**config.mk**
```make
export PLATFORM = sky130hd
export DESIGN_NAME = hcs_sequencer
export DESIGN_NICKNAME = d
export VERILOG_FILES = /design/src/hdl/hcs_pkg.sv /design/src/hdl/hcs_sequencer.sv /design/src/hdl/hcs_sync.sv /design/src/hdl/hcs_timer.sv
export VERILOG_INCLUDE_DIRS = /design/src /design/src/hdl
export SDC_FILE = /design/constraint.sdc
export NUM_CORES = 1
export LEC_CHECK = 0
export ABC_AREA = 1
export BUFFER_PORTS_ARGS = -buffer_cell sky130_fd_sc_hd__buf_2
export CORE_UTILIZATION = 30
export DETAILED_ROUTE_END_ITERATION = 16
export GPL_TIMING_DRIVEN = 0
export HOLD_SLACK_MARGIN = 0.03
export SKIP_CTS_REPAIR_TIMING = 1
export SLEW_MARGIN = 20
export SYNTH_ARGS = -nofsm -noshare
export SYNTH_HDL_FRONTEND = slang
export SYNTH_SLANG_ARGS = --single-unit
export TNS_END_PERCENT = 1
```
**constraint.sdc**
```tcl
create_clock -name CLK -period 3.1 [get_ports CLK]
set_input_delay 0 -clock CLK [delete_from_list [all_inputs] [get_ports CLK]]
set_output_delay 0 -clock CLK [all_outputs]
set_load 0.02 [all_outputs]
```
**src/hdl/hcs_defs.svh**
```systemverilog
/*
  timing counts and field constants for the harvester charger mode sequencer.
  assumes a 40 MHz system clock; included by bare name.
*/
`ifndef HCS_DEFS_SVH
`define HCS_DEFS_SVH

// ----------------------------------------------------------------
// clock and intervals
// ----------------------------------------------------------------
`define HCS_CLK_HZ 40000000
`define HCS_INIT_PULSE_US 100
`define HCS_CHG_OFF_MS 32
`define HCS_FIRST_SAMPLE_MS 64
`define HCS_HOT_PLUG_MS 45
`define HCS_REFRESH_S 16
`define HCS_REFRESH_OFF_MS 256
`define HCS_BIAS_PERIOD_MS 64
`define HCS_OT_HYST_C 5
`define HCS_OT_LOW_C 65
`define HCS_OT_HIGH_C 120

// ----------------------------------------------------------------
// peak current levels
// ----------------------------------------------------------------
`define HCS_PEAK_LEVELS 3
`define HCS_AVG_LIMIT_MA 100
`define HCS_PEAK_NOM_MA 230
`define HCS_PEAK_LVL_W 2

`endif

```
**src/hdl/hcs_pkg.sv**
```systemverilog
/*
  types shared by the sequencer and its helpers.
  assumes hcs_defs.svh for numbers.
*/
package hcs_pkg;

  typedef enum logic [3:0] {
    HCS_IDLE = 4'h0,
    HCS_COLD = 4'h1,
    HCS_HOT_PLUG = 4'h2,
    HCS_INIT = 4'h3,
    HCS_CHG_OFF = 4'h4,
    HCS_WAIT_SAMPLE = 4'h5,
    HCS_RUN = 4'h6,
    HCS_HOLD_OPEN = 4'h7
  } hcs_state_t;

  typedef struct packed {
    logic rail_above_chgen;
    logic rail_above_uv;
    logic rail_above_uv_hyst;
    logic rail_above_ov;
    logic rail_above_100mv;
    logic bat_above_100mv;
    logic input_above_cs;
    logic input_power_ok;
    logic input_above_ref;
    logic input_above_rail;
    logic temp_above_low;
    logic temp_above_high;
    logic temp_above_low_hyst;
    logic temp_above_high_hyst;
    logic overtemp_select_pin;
    logic input_source_present;
  } hcs_cmp_t;

  typedef struct packed {
    logic cold_start_en;
    logic input_clamp_en;
    logic charger_en;
    logic switch_close;
    logic divider_bias_node;
    logic feedback_sample;
    logic reference_sample;
    logic input_pulldown;
    logic [1:0] peak_level;
    logic thermal_shutdown;
  } hcs_ctl_t;

endpackage

```
**src/hdl/hcs_sequencer.sv**
```systemverilog
/*
  mode sequencer for an energy-harvesting boost charger: cold start,
  main charging, thermal shutdown, start-up timing and rail-to-battery switch.
  assumes asynchronous analog comparator levels on input and analog
  stages that obey the enables on output; 40 MHz time base.
*/
`timescale 1ns/1ps
`default_nettype none
`include "hcs_defs.svh"

// Behaviour
// - cold start when rail low, input adequate
// - clamp input to cold-start voltage then
// - all other functions idle in cold start except thermal shutdown
// - initialization pulse on divider bias first
// - charger off 32 ms after pulse
// - first feedback sample 64 ms after pulse
// - charger on at enable; switch at undervoltage
// - charged hot-plug, rail high: switch open
// - empty hot-plug: switch closed 45 ms
// - rail above undervoltage at 64 ms: close
// - otherwise switch waits for undervoltage plus hysteresis
// - pulse-frequency transfer only above reference
// - peak current from three levels
// - charger off at overvoltage threshold
// - pull input down when over overvoltage
// - select pin picks 65 or 120 C
// - overtemp disables charger, 5 C hysteresis
// - undervoltage opens switch even in shutdown
// - switch hysteresis between uv and uv+hyst
// - reference refresh 16 s, charger off 256 ms
// - divider bias cycle repeats every 64 ms
module hcs_sequencer
  import hcs_pkg::*;
#(
  parameter longint CLK_HZ = `HCS_CLK_HZ,
  parameter longint INIT_PULSE_CYC = (CLK_HZ * `HCS_INIT_PULSE_US) / 1000000,
  parameter longint CHG_OFF_CYC = (CLK_HZ * `HCS_CHG_OFF_MS) / 1000,
  parameter longint FIRST_SAMPLE_CYC = (CLK_HZ * `HCS_FIRST_SAMPLE_MS) / 1000,
  parameter longint HOT_PLUG_CYC = (CLK_HZ * `HCS_HOT_PLUG_MS) / 1000,
  parameter longint REFRESH_CYC = CLK_HZ * `HCS_REFRESH_S,
  parameter longint REFRESH_OFF_CYC = (CLK_HZ * `HCS_REFRESH_OFF_MS) / 1000,
  parameter longint BIAS_PERIOD_CYC = (CLK_HZ * `HCS_BIAS_PERIOD_MS) / 1000,
  parameter int PEAK_DWELL_CYC = 256
) (
  // clock and reset
  input wire logic CLK,
  input wire logic RST_B,
  // comparator levels
  input wire hcs_pkg::hcs_cmp_t CMP,
  // enables to the analog stage
  output hcs_pkg::hcs_ctl_t CTL,
  output logic [3:0] MODE
);
  import hcs_pkg::*;

  localparam int TW = 34;

  // ----------------------------------------------------------------
  // comparator synchronisation
  // ----------------------------------------------------------------
  hcs_cmp_t cmp;
  hcs_sync #(.W($bits(hcs_cmp_t))) u_sync (
    .CLK(CLK),
    .RST_B(RST_B),
    .D(CMP),
    .Q(cmp)
  );

  // hold decisions until the synchroniser has filled; its zeros look like an empty rail
  logic [2:0] settle;
  logic settled;
  always_ff @(posedge CLK or negedge RST_B) begin
    if (!RST_B) begin
      settle <= 3'h0;
    end else if (!settled) begin
      settle <= settle + 3'h1;
    end
  end
  assign settled = (settle == 3'h7);

  // ----------------------------------------------------------------
  // sequence timer
  // ----------------------------------------------------------------
  hcs_state_t state;
  hcs_state_t next_state;
  logic t_start;
  logic [TW-1:0] t_load;
  logic t_done;
  logic [TW-1:0] since_pulse;

  hcs_timer #(.W(TW)) u_seq_timer (
    .CLK(CLK),
    .RST_B(RST_B),
    .START(t_start),
    .LOAD(t_load),
    .DONE(t_done),
    .BUSY()
  );

  // ----------------------------------------------------------------
  // thermal shutdown with hysteresis
  // ----------------------------------------------------------------
  logic hot;
  logic over;
  logic below_hyst;
  always_comb begin
    // select pin level chooses the trip point
    over = cmp.overtemp_select_pin ? cmp.temp_above_high : cmp.temp_above_low;
    below_hyst = cmp.overtemp_select_pin ? !cmp.temp_above_high_hyst
                                         : !cmp.temp_above_low_hyst;
  end

  always_ff @(posedge CLK or negedge RST_B) begin
    if (!RST_B) begin
      hot <= 1'b0;
    end else if (over) begin
      hot <= 1'b1;
    end else if (below_hyst) begin
      hot <= 1'b0;
    end
  end

  // ----------------------------------------------------------------
  // mode sequencing
  // ----------------------------------------------------------------
  logic cold_cond;
  assign cold_cond = !cmp.rail_above_chgen && cmp.input_above_cs && cmp.input_power_ok;

  always_comb begin
    next_state = state;
    t_start = 1'b0;
    t_load = '0;
    case (state)
      HCS_IDLE: begin
        if (!settled) begin
          next_state = HCS_IDLE;
        end else if (cold_cond) begin
          next_state = HCS_COLD;
        end else if (!cmp.rail_above_100mv && cmp.bat_above_100mv) begin
          // charged element plugged onto an empty rail
          next_state = HCS_HOT_PLUG;
          t_start = 1'b1;
          t_load = TW'(HOT_PLUG_CYC - 1);
        end else if (cmp.rail_above_chgen) begin
          next_state = HCS_INIT;
          t_start = 1'b1;
          t_load = TW'(INIT_PULSE_CYC - 1);
        end
      end
      HCS_COLD: begin
        if (cmp.rail_above_chgen) begin
          next_state = HCS_INIT;
          t_start = 1'b1;
          t_load = TW'(INIT_PULSE_CYC - 1);
        end else if (!cold_cond) begin
          next_state = HCS_IDLE;
        end
      end
      HCS_HOT_PLUG: begin
        if (t_done) begin
          next_state = HCS_INIT;
          t_start = 1'b1;
          t_load = TW'(INIT_PULSE_CYC - 1);
        end
      end
      HCS_INIT: begin
        if (t_done) begin
          next_state = HCS_CHG_OFF;
          t_start = 1'b1;
          t_load = TW'(CHG_OFF_CYC - 1);
        end
      end
      HCS_CHG_OFF: begin
        if (t_done) begin
          next_state = HCS_WAIT_SAMPLE;
        end
      end
      HCS_WAIT_SAMPLE: begin
        // first sample lands 64 ms after the pulse started
        if (since_pulse >= TW'(FIRST_SAMPLE_CYC)) begin
          next_state = cmp.rail_above_uv ? HCS_RUN : HCS_HOLD_OPEN;
        end
      end
      HCS_HOLD_OPEN: begin
        if (cold_cond) begin
          next_state = HCS_COLD;
        end else if (cmp.rail_above_uv) begin
          next_state = HCS_RUN;
        end
      end
      HCS_RUN: begin
        if (cold_cond) begin
          next_state = HCS_COLD;
        end
      end
      default: begin
        next_state = HCS_IDLE;
      end
    endcase
  end

  always_ff @(posedge CLK or negedge RST_B) begin
    if (!RST_B) begin
      state <= HCS_IDLE;
    end else begin
      state <= next_state;
    end
  end

  // time since the initialization pulse began
  always_ff @(posedge CLK or negedge RST_B) begin
    if (!RST_B) begin
      since_pulse <= '0;
    end else if (next_state == HCS_INIT && state != HCS_INIT) begin
      since_pulse <= '0;
    end else if (state == HCS_IDLE || state == HCS_COLD) begin
      since_pulse <= '0;
    end else if (since_pulse != {TW{1'b1}}) begin
      since_pulse <= since_pulse + 1'b1;
    end
  end

  // ----------------------------------------------------------------
  // hot-plug latch: charged element on a non-empty rail
  // ----------------------------------------------------------------
  logic hp_block;
  always_ff @(posedge CLK or negedge RST_B) begin
    if (!RST_B) begin
      hp_block <= 1'b0;
    end else if (cmp.input_source_present) begin
      hp_block <= 1'b0;
    end else if (state == HCS_IDLE && cmp.rail_above_100mv && cmp.bat_above_100mv) begin
      hp_block <= 1'b1;
    end
  end

  // ----------------------------------------------------------------
  // switch with undervoltage hysteresis
  // ----------------------------------------------------------------
  logic sw;
  logic running;
  assign running = (state == HCS_RUN);
  always_ff @(posedge CLK or negedge RST_B) begin
    if (!RST_B) begin
      sw <= 1'b0;
    end else if (next_state == HCS_HOT_PLUG) begin
      sw <= 1'b1;
    end else if (state == HCS_WAIT_SAMPLE && next_state == HCS_RUN && !hp_block) begin
      // rail above undervoltage at the first sample
      sw <= 1'b1;
    end else if (!cmp.rail_above_uv || hp_block || !running) begin
      // opens even in thermal shutdown
      sw <= 1'b0;
    end else if (cmp.rail_above_uv_hyst) begin
      // rising threshold is undervoltage plus hysteresis
      sw <= 1'b1;
    end
  end

  // ----------------------------------------------------------------
  // reference refresh and bias cycle
  // ----------------------------------------------------------------
  logic [TW-1:0] ref_cnt;
  logic ref_off;
  logic [TW-1:0] bias_cnt;
  logic bias_pulse;
  always_ff @(posedge CLK or negedge RST_B) begin
    if (!RST_B) begin
      ref_cnt <= '0;
      ref_off <= 1'b0;
    end else if (!running) begin
      ref_cnt <= '0;
      ref_off <= 1'b0;
    end else if (ref_cnt == TW'(REFRESH_CYC - 1)) begin
      ref_cnt <= '0;
      ref_off <= 1'b1;
    end else begin
      ref_cnt <= ref_cnt + 1'b1;
      if (ref_cnt == TW'(REFRESH_OFF_CYC - 1)) begin
        ref_off <= 1'b0;
      end
    end
  end

  always_ff @(posedge CLK or negedge RST_B) begin
    if (!RST_B) begin
      bias_cnt <= '0;
      bias_pulse <= 1'b0;
    end else if (!running) begin
      bias_cnt <= '0;
      bias_pulse <= 1'b0;
    end else begin
      bias_cnt <= (bias_cnt == TW'(BIAS_PERIOD_CYC - 1)) ? '0 : bias_cnt + 1'b1;
      bias_pulse <= (bias_cnt < TW'(INIT_PULSE_CYC));
    end
  end

  // ----------------------------------------------------------------
  // peak current level dither
  // ----------------------------------------------------------------
  logic [`HCS_PEAK_LVL_W-1:0] lvl;
  logic [15:0] dwell;
  always_ff @(posedge CLK or negedge RST_B) begin
    if (!RST_B) begin
      lvl <= '0;
      dwell <= '0;
    end else if (dwell == 16'(PEAK_DWELL_CYC - 1)) begin
      dwell <= '0;
      // step up under strong input, back down otherwise
      if (cmp.input_above_ref && lvl != `HCS_PEAK_LVL_W'(`HCS_PEAK_LEVELS - 1)) begin
        lvl <= lvl + 1'b1;
      end else if (!cmp.input_above_ref && lvl != '0) begin
        lvl <= lvl - 1'b1;
      end
    end else begin
      dwell <= dwell + 1'b1;
    end
  end

  // ----------------------------------------------------------------
  // outputs
  // ----------------------------------------------------------------
  logic chg_allow;
  assign chg_allow = running || state == HCS_HOLD_OPEN || state == HCS_WAIT_SAMPLE;

  always_ff @(posedge CLK or negedge RST_B) begin
    if (!RST_B) begin
      CTL <= '0;
      MODE <= 4'h0;
    end else begin
      CTL.cold_start_en <= (state == HCS_COLD);
      CTL.input_clamp_en <= (state == HCS_COLD);
      // pfm transfer only above the held reference; off during ov, heat, refresh
      CTL.charger_en <= chg_allow && !cmp.rail_above_ov && !hot && !ref_off
                        && cmp.input_above_ref;
      CTL.switch_close <= sw;
      CTL.divider_bias_node <= (state == HCS_INIT) || bias_pulse;
      CTL.feedback_sample <= (state == HCS_WAIT_SAMPLE && next_state != state);
      CTL.reference_sample <= (state == HCS_CHG_OFF && t_done) || (running && ref_off);
      CTL.input_pulldown <= (state != HCS_COLD) && cmp.input_above_rail
                            && cmp.rail_above_ov;
      CTL.peak_level <= (state == HCS_COLD) ? '0 : lvl;
      CTL.thermal_shutdown <= hot;
      MODE <= state;
    end
  end
endmodule
`default_nettype wire

```
**src/hdl/hcs_sync.sv**
```systemverilog
/*
  three-flop synchroniser with agreement filter for comparator inputs.
  assumes asynchronous comparator levels; one clock domain.
*/
`timescale 1ns/1ps
`default_nettype none
module hcs_sync #(
  parameter int W = 16
) (
  // clock and reset
  input wire logic CLK,
  input wire logic RST_B,
  // levels
  input wire logic [W-1:0] D,
  output logic [W-1:0] Q
);
  logic [W-1:0] s1;
  logic [W-1:0] s2;
  logic [W-1:0] s3;

  // s1 only feeds s2; a change counts once s2 and s3 agree
  always_ff @(posedge CLK or negedge RST_B) begin
    if (!RST_B) begin
      s1 <= '0;
      s2 <= '0;
      s3 <= '0;
      Q <= '0;
    end else begin
      s1 <= D;
      s2 <= s1;
      s3 <= s2;
      Q <= (s2 & s3) | (Q & (s2 | s3));
    end
  end
endmodule
`default_nettype wire

```
**src/hdl/hcs_timer.sv**
```systemverilog
/*
  loadable down counter used for the hot-plug, init pulse and charger-off intervals.
  assumes one clock; start reloads, done pulses at zero.
*/
`timescale 1ns/1ps
`default_nettype none
module hcs_timer #(
  parameter int W = 34
) (
  // clock and reset
  input wire logic CLK,
  input wire logic RST_B,
  // control
  input wire logic START,
  input wire logic [W-1:0] LOAD,
  output logic DONE,
  output logic BUSY
);
  logic [W-1:0] count;

  always_ff @(posedge CLK or negedge RST_B) begin
    if (!RST_B) begin
      count <= '0;
      DONE <= 1'b0;
    end else if (START) begin
      count <= LOAD;
      DONE <= 1'b0;
    end else begin
      DONE <= (count == {{(W-1){1'b0}}, 1'b1});
      if (count != '0) begin
        count <= count - 1'b1;
      end
    end
  end

  assign BUSY = (count != '0);
endmodule
`default_nettype wire

```
Word-level counts from Yosys, hierarchy flattened
Index checks and enable logic that the tools add are counted.
W data, S select, Z words.
- logic and storage cells: 168
- bits of input ports: 18
- output and inout port bits: 15
- bits in registers: 245
- $lt $le $gt $ge: 2
- bitwise operators: 4
- $add $sub $neg: 8
- reductions and logical operators: 48
- mux-type cells: 56
- eq/ne operators: 22
- operators with widths (kind ; number):
    $mux W34 ; 9
    $add A34 B1 Y34 const B ; 3
    $mux W21 ; 4
    $pmux W21 S4 ; 1
    $mux W4 ; 13
    $eq A34 B1 Y1 const B ; 1
    $eq A34 B22 Y1 const B ; 1
    $eq A34 B24 Y1 const B ; 1
    $eq A34 B30 Y1 const B ; 1
    $ge A34 B22 Y1 const B ; 1
    $lt A34 B12 Y1 const B ; 1
    $ne A34 B34 Y1 const B ; 1
    $reduce_bool A34 Y1 ; 1
    $sub A34 B1 Y34 const B ; 1
    $and A16 B16 Y16 ; 2
    $or A16 B16 Y16 ; 2
    $pmux W4 S8 ; 1
    $mux W12 ; 2
    $mux W1 ; 21
    $eq A4 B3 Y1 const B ; 5
    $logic_and A1 B1 Y1 ; 19
    $add A16 B1 Y16 const B ; 1
    $eq A16 B8 Y1 const B ; 1
    $eq A4 B2 Y1 const B ; 4
    21 further kinds ; 43

Depth between registers and ports, before layout
- depth in word-level cells: 11
- mapped depth: 12
- gate-level depth less buffers: 11

Hierarchy
From an unflattened synthesis, not the netlist that was laid out.
- cell total of the unflattened synthesis: 1695
- area, all modules: 13033.8 um^2
- modules (own cells, without submodules) (module ; times used ; cells each ; seq. area each (um^2) ; area each (um^2)):
    hcs_sequencer ; 1 ; 1150 ; 3653.5 ; 8525.7
    hcs_timer ; 1 ; 417 ; 875.8 ; 2646.3
    hcs_sync ; 1 ; 128 ; 1601.5 ; 1861.8

Worst setup path after synthesis
No wires, ideal clock.
- kind: reg-to-reg
- from: register u_seq_timer.count[0]
- to: register u_seq_timer.count[11]
- required time: 2.987 ns
- setup slack: 1.335 ns
- arrival: 1.653 ns
- buffers on the path: 1
- period minus slack after synthesis: 1.765 ns
- library setup time: 0.113 ns
- stages on the path, launching flop included: 13
- path through: dfrtp_1 > inv_1 > ha_1 > nand2_2 > nor2_4 > nand2_1 > nor2_2 > nand2_2 > nor2_4 > inv_2 > buf_6 > nand2_1 > inv_1
- longest elaborated chain between the ends: 3
- elaborated cells between the ends (all ways): 5
- classes of those cells: 1 x add/sub; 2 x mux; 2 x reduce/logical
- ends and longest elaborated chain (element ; RTL line ; text):
    start, declared ; hcs_timer.sv:19 ; logic [W-1:0] count;
    start signal, assigned ; hcs_timer.sv:31 ; count <= count - 1'b1;
    $sub A34 B1 Y34 ; hcs_timer.sv:31 ;
    $mux W34 ; hcs_timer.sv:30 ; if (count != '0) begin
    $mux W34 ; hcs_timer.sv:25 ; end else if (START) begin
Several ways; a longest one is shown, not always the timed one. The select of a mux whose other input is x is not followed.
A chain may end at the register's enable or synchronous reset.

Final worst setup path
- from: register since_pulse[0]
- to: register since_pulse[18]
- longest elaborated chain between the ends: 6
- elaborated cells between the ends (all ways): 11
- classes of those cells: 1 x add/sub; 1 x order compare; 2 x eq/ne; 5 x mux; 2 x reduce/logical
- ends and longest elaborated chain (element ; RTL line ; text):
    start, declared ; hcs_sequencer.sv:90 ; logic [TW-1:0] since_pulse;
    start signal, assigned ; hcs_sequencer.sv:220 ; since_pulse <= since_pulse + 1'b1;
    $ge A34 B22 Y1 ; hcs_sequencer.sv:181 ; if (since_pulse >= TW'(FIRST_SAMPLE_CYC)) begin
    $mux W4 ; hcs_sequencer.sv:181 ;
    $pmux W4 S8 ; hcs_sequencer.sv:134 ; case (state)
    $eq A4 B2 Y1 ; hcs_sequencer.sv:215 ; end else if (next_state == HCS_INIT && state != HCS_INIT) begin
    $logic_and A1 B1 Y1 ; hcs_sequencer.sv:215 ;
    $reduce_bool A3 Y1 (no source line) or $mux W34 (tied branches) ; n/a ;
Several ways; a longest one is shown, not always the timed one. The select of a mux whose other input is x is not followed.

==> flow_metrics.env <==
export IMPL_cts_root_buffer="clkbuf_16"
export IMPL_vias_per_cell=4.68
export IMPL_drtIter0Drc=748
export IMPL_clk_latency_ns=0.57
export IMPL_postRouteAntennaNets=0
export IMPL_finalNetCount=1675
export IMPL_reg2reg_setup_slack_ns=0.90
export IMPL_synth_top_family_by_area="simple AND/OR/NAND/NOR gates"
export IMPL_timing_fmax_mhz=454
export IMPL_cpPeakStageDelay_ns=0.49
export IMPL_drt_wirelength_per_cell_um=13.8
export IMPL_drc=4
export IMPL_setup_viol=0
export IMPL_antenna_found_initial=0
export IMPL_io_pins=33
export IMPL_clock_path_buffers=3
export IMPL_cts_made_buffers=28
export IMPL_die_h_um=206
export IMPL_dieArea_um2=42600
export IMPL_cts_tree="yes"
export IMPL_place_congestion=0.934
export IMPL_peakVddDrop_mv=0.407
export IMPL_crit_buf_inv=1
export IMPL_synthSimpleGateAreaFrac_pct=33.9
export IMPL_power_density_nw_per_um2=563
export IMPL_core_um2=41000
export IMPL_vias=10294
export IMPL_hold_path_class="in -> async"
export IMPL_clk_pin_slew_worst_paths_ns=0.06
export IMPL_dp_hpwl_um=22500
export IMPL_report_final_hold_viol_count=0
export IMPL_arrival_ns=2.67
export IMPL_synth_mux_area_share_pct=0
export IMPL_path_delay_family="simple AND/OR/NAND/NOR gates"
export IMPL_route_met3_wl_um=1440
export IMPL_path_cells="ha_1 -> nand2_2 -> nor2_4 -> nand2_1 -> nor2_2 -> nand2_1 -> nor2_4 -> nand2_4 -> buf_6 -> o21ai_0"
export IMPL_dp_cells=2133
export IMPL_diodes=0
export IMPL_highest_layer="met4"
export IMPL_synth_compound_area_share_pct=3.33
export IMPL_drv_slew=0
export IMPL_slew_limit_headroom_pct=47.6
export IMPL_finalSetupTns_ns=0
export IMPL_layout_worst_path_cycle_share_pct=71.0
export IMPL_wl_met1_um=14600
export IMPL_synth_seq_area_share_pct=48.9
export IMPL_drive_gt1_share_pct=9.59
export IMPL_worst_slack_ns=0.899
export IMPL_num_rows=74
export IMPL_layout_commonest_cell="nand2_1"
export IMPL_path_class="reg -> reg"
export IMPL_ys_ff_latch=245
export IMPL_ys_warn_count=0
export IMPL_rr_endpoint="since_pulse[18]"
export IMPL_status="finished with violations"
export IMPL_synthAdderAreaFrac_pct=2.18
export IMPL_grt_pass1_vias=10201
export IMPL_die_width_um=206
export IMPL_port_buffers=32
export IMPL_area_growth_syn_to_layout_pct=16.4
export IMPL_cts_num_sinks=245
export IMPL_synth_xor_area_share_pct=5.52
export IMPL_grtUsageTotal_pct=14.7
export IMPL_worstPathMaxFanout=10
export IMPL_wl_met2_um=13400
export IMPL_final_setup_skew_ns=0.0248
export IMPL_fin_crit_ns=2.20
export IMPL_fin_cells=2201
export IMPL_crit_path_end_kind="flip-flop"
export IMPL_power_total_mw=8.22
export IMPL_required_ns=3.57
export IMPL_worstMarginPinSlew_ns=0.778
export IMPL_layout_common_cells="nand2_1, nor2_1, dfrtp_1"
export IMPL_final_util_pct=35.6
export IMPL_initial_core_util_pct=30.5
export IMPL_netlist_area_um2=12500
export IMPL_grt_overflow_total=0
export IMPL_reg2reg_from="since_pulse[0]"
export IMPL_ff2ff_path_depth=10
export IMPL_grt_max_degree=95
export IMPL_ys_types=43
export IMPL_place_ws_ns=0.939
export IMPL_htreeDepth=1
export IMPL_violations="DRC"
export IMPL_avgSynthCellArea_um2=8.00
export IMPL_cp_slowest_cell="dfrtp_1"
export IMPL_synth_fp_nets=1593
export IMPL_rsz0062_at_grt="no"
export IMPL_drv_cap=0
export IMPL_syn_inst=1566
export IMPL_cp_start_kind="flip-flop"
export IMPL_firstDrtPassIters=11
export IMPL_wirelength_um=30300
export IMPL_grt_pass1_wl_um=50800
export IMPL_leakage_nw=6.42
## worst max path at each step
stage | to | slack [ns] | depth (start not counted) | startpoint
6_report | since_pulse[18] | 0.90 | 10 | since_pulse[0]
5_1_grt | bias_cnt[5] | 0.69 | 10 | bias_cnt[0]
4_1_cts | since_pulse[6] | 0.92 | 10 | since_pulse[0]
3_5_place_dp | bias_cnt[21] | 0.94 | 10 | bias_cnt[0]
3_3_place_gp | bias_cnt[26] | -2.48 | 1 | RST_B
2_1_floorplan | u_seq_timer.count[11] | 1.33 | 12 | u_seq_timer.count[0]
## cell families (layout without fill, tap and decap cells)
family                   Yosys count  count (layout)
AND/OR/NAND/NOR                  967             967
flip-flops                       245             245
buffers and inverters            186             289
XOR/XNOR                          79              79
AO/OA/AOI/OAI                     63              63
adder cells (fa/ha/maj)           25              25
other                              1               1
## synth_stat cells (all sizes together)
master	n	area [um^2]
a21o	4	30.0
a21oi	16	80.1
a31oi	3	37.5
a32o	1	10.0
and2	1	6.26
and3	1	6.26
buf	13	119
clkbuf	9	33.8
clkinv	1	3.75
conb	1	3.75
dfrtp	245	6130
ha	9	113
inv	163	612
maj3	16	160
nand2	382	1460
nand3	113	576
nand3b	5	37.5
nand4	51	319
nor2	321	1300
nor3	69	385
nor3b	4	30.0
nor4	5	31.3
nor4b	1	8.76
o211ai	1	7.51
o21ai	30	180
o21bai	6	56.3
o31ai	2	15.0
or2	14	87.6
xnor2	27	236
xor2	52	455
## registers in the layout, indices dropped and copies added, names as in the netlist
signal and flops:
dwell 16, ref_cnt 34, hot 1, lvl 2
settle 3, state 4, bias_pulse 1, u_sync.s1 16
u_seq_timer.DONE 1, u_seq_timer.count 34, hp_block 1, ref_off 1
MODE 4, sw 1, CTL 10, bias_cnt 34
u_sync.s3 16, u_sync.s2 16, since_pulse 34, u_sync.Q 16
## metrics by stage
stage	cell area [um^2]	hold WS (ns)
after CTS	14400	-0.552
final	14600	0.0624
after global placement	13400	0.107
after detailed placement	13400	0.0533
after floorplan	12500	-0.296
after global routing	14600	0.0425
## routing by layer
metal | up-vias | GRT usage [%]
met4 | 0 | 4.99
met1 | 4864 | 20.3
li1 | 5162 | -
met3 | 60 | 2.35
met5 | - | 0
met2 | 208 | 23.4
## power breakdown
part,switching (mW),internal [mW],leakage (nW)
clock,1.36,2.09,0.473
combinational,0.767,0.393,2.77
sequential,0.210,3.41,3.18
total,2.33,5.88,6.42
## area by class of cell
cell class / count / area, um^2
fill: 4235 / 26400
sequential: 245 / 6130
multi-input combinational: 1135 / 5630
clock buffer: 35 / 767
tap: 532 / 666
inverter: 164 / 616
timing repair buffer: 52 / 423
clock inverter: 16 / 203
buffer: 22 / 153
## worst min-delay path: cells and delay by family
kind                   cells  cell delay [ns]
buffers and inverters      3             1.03
Power figures use the tool's default switching activity.
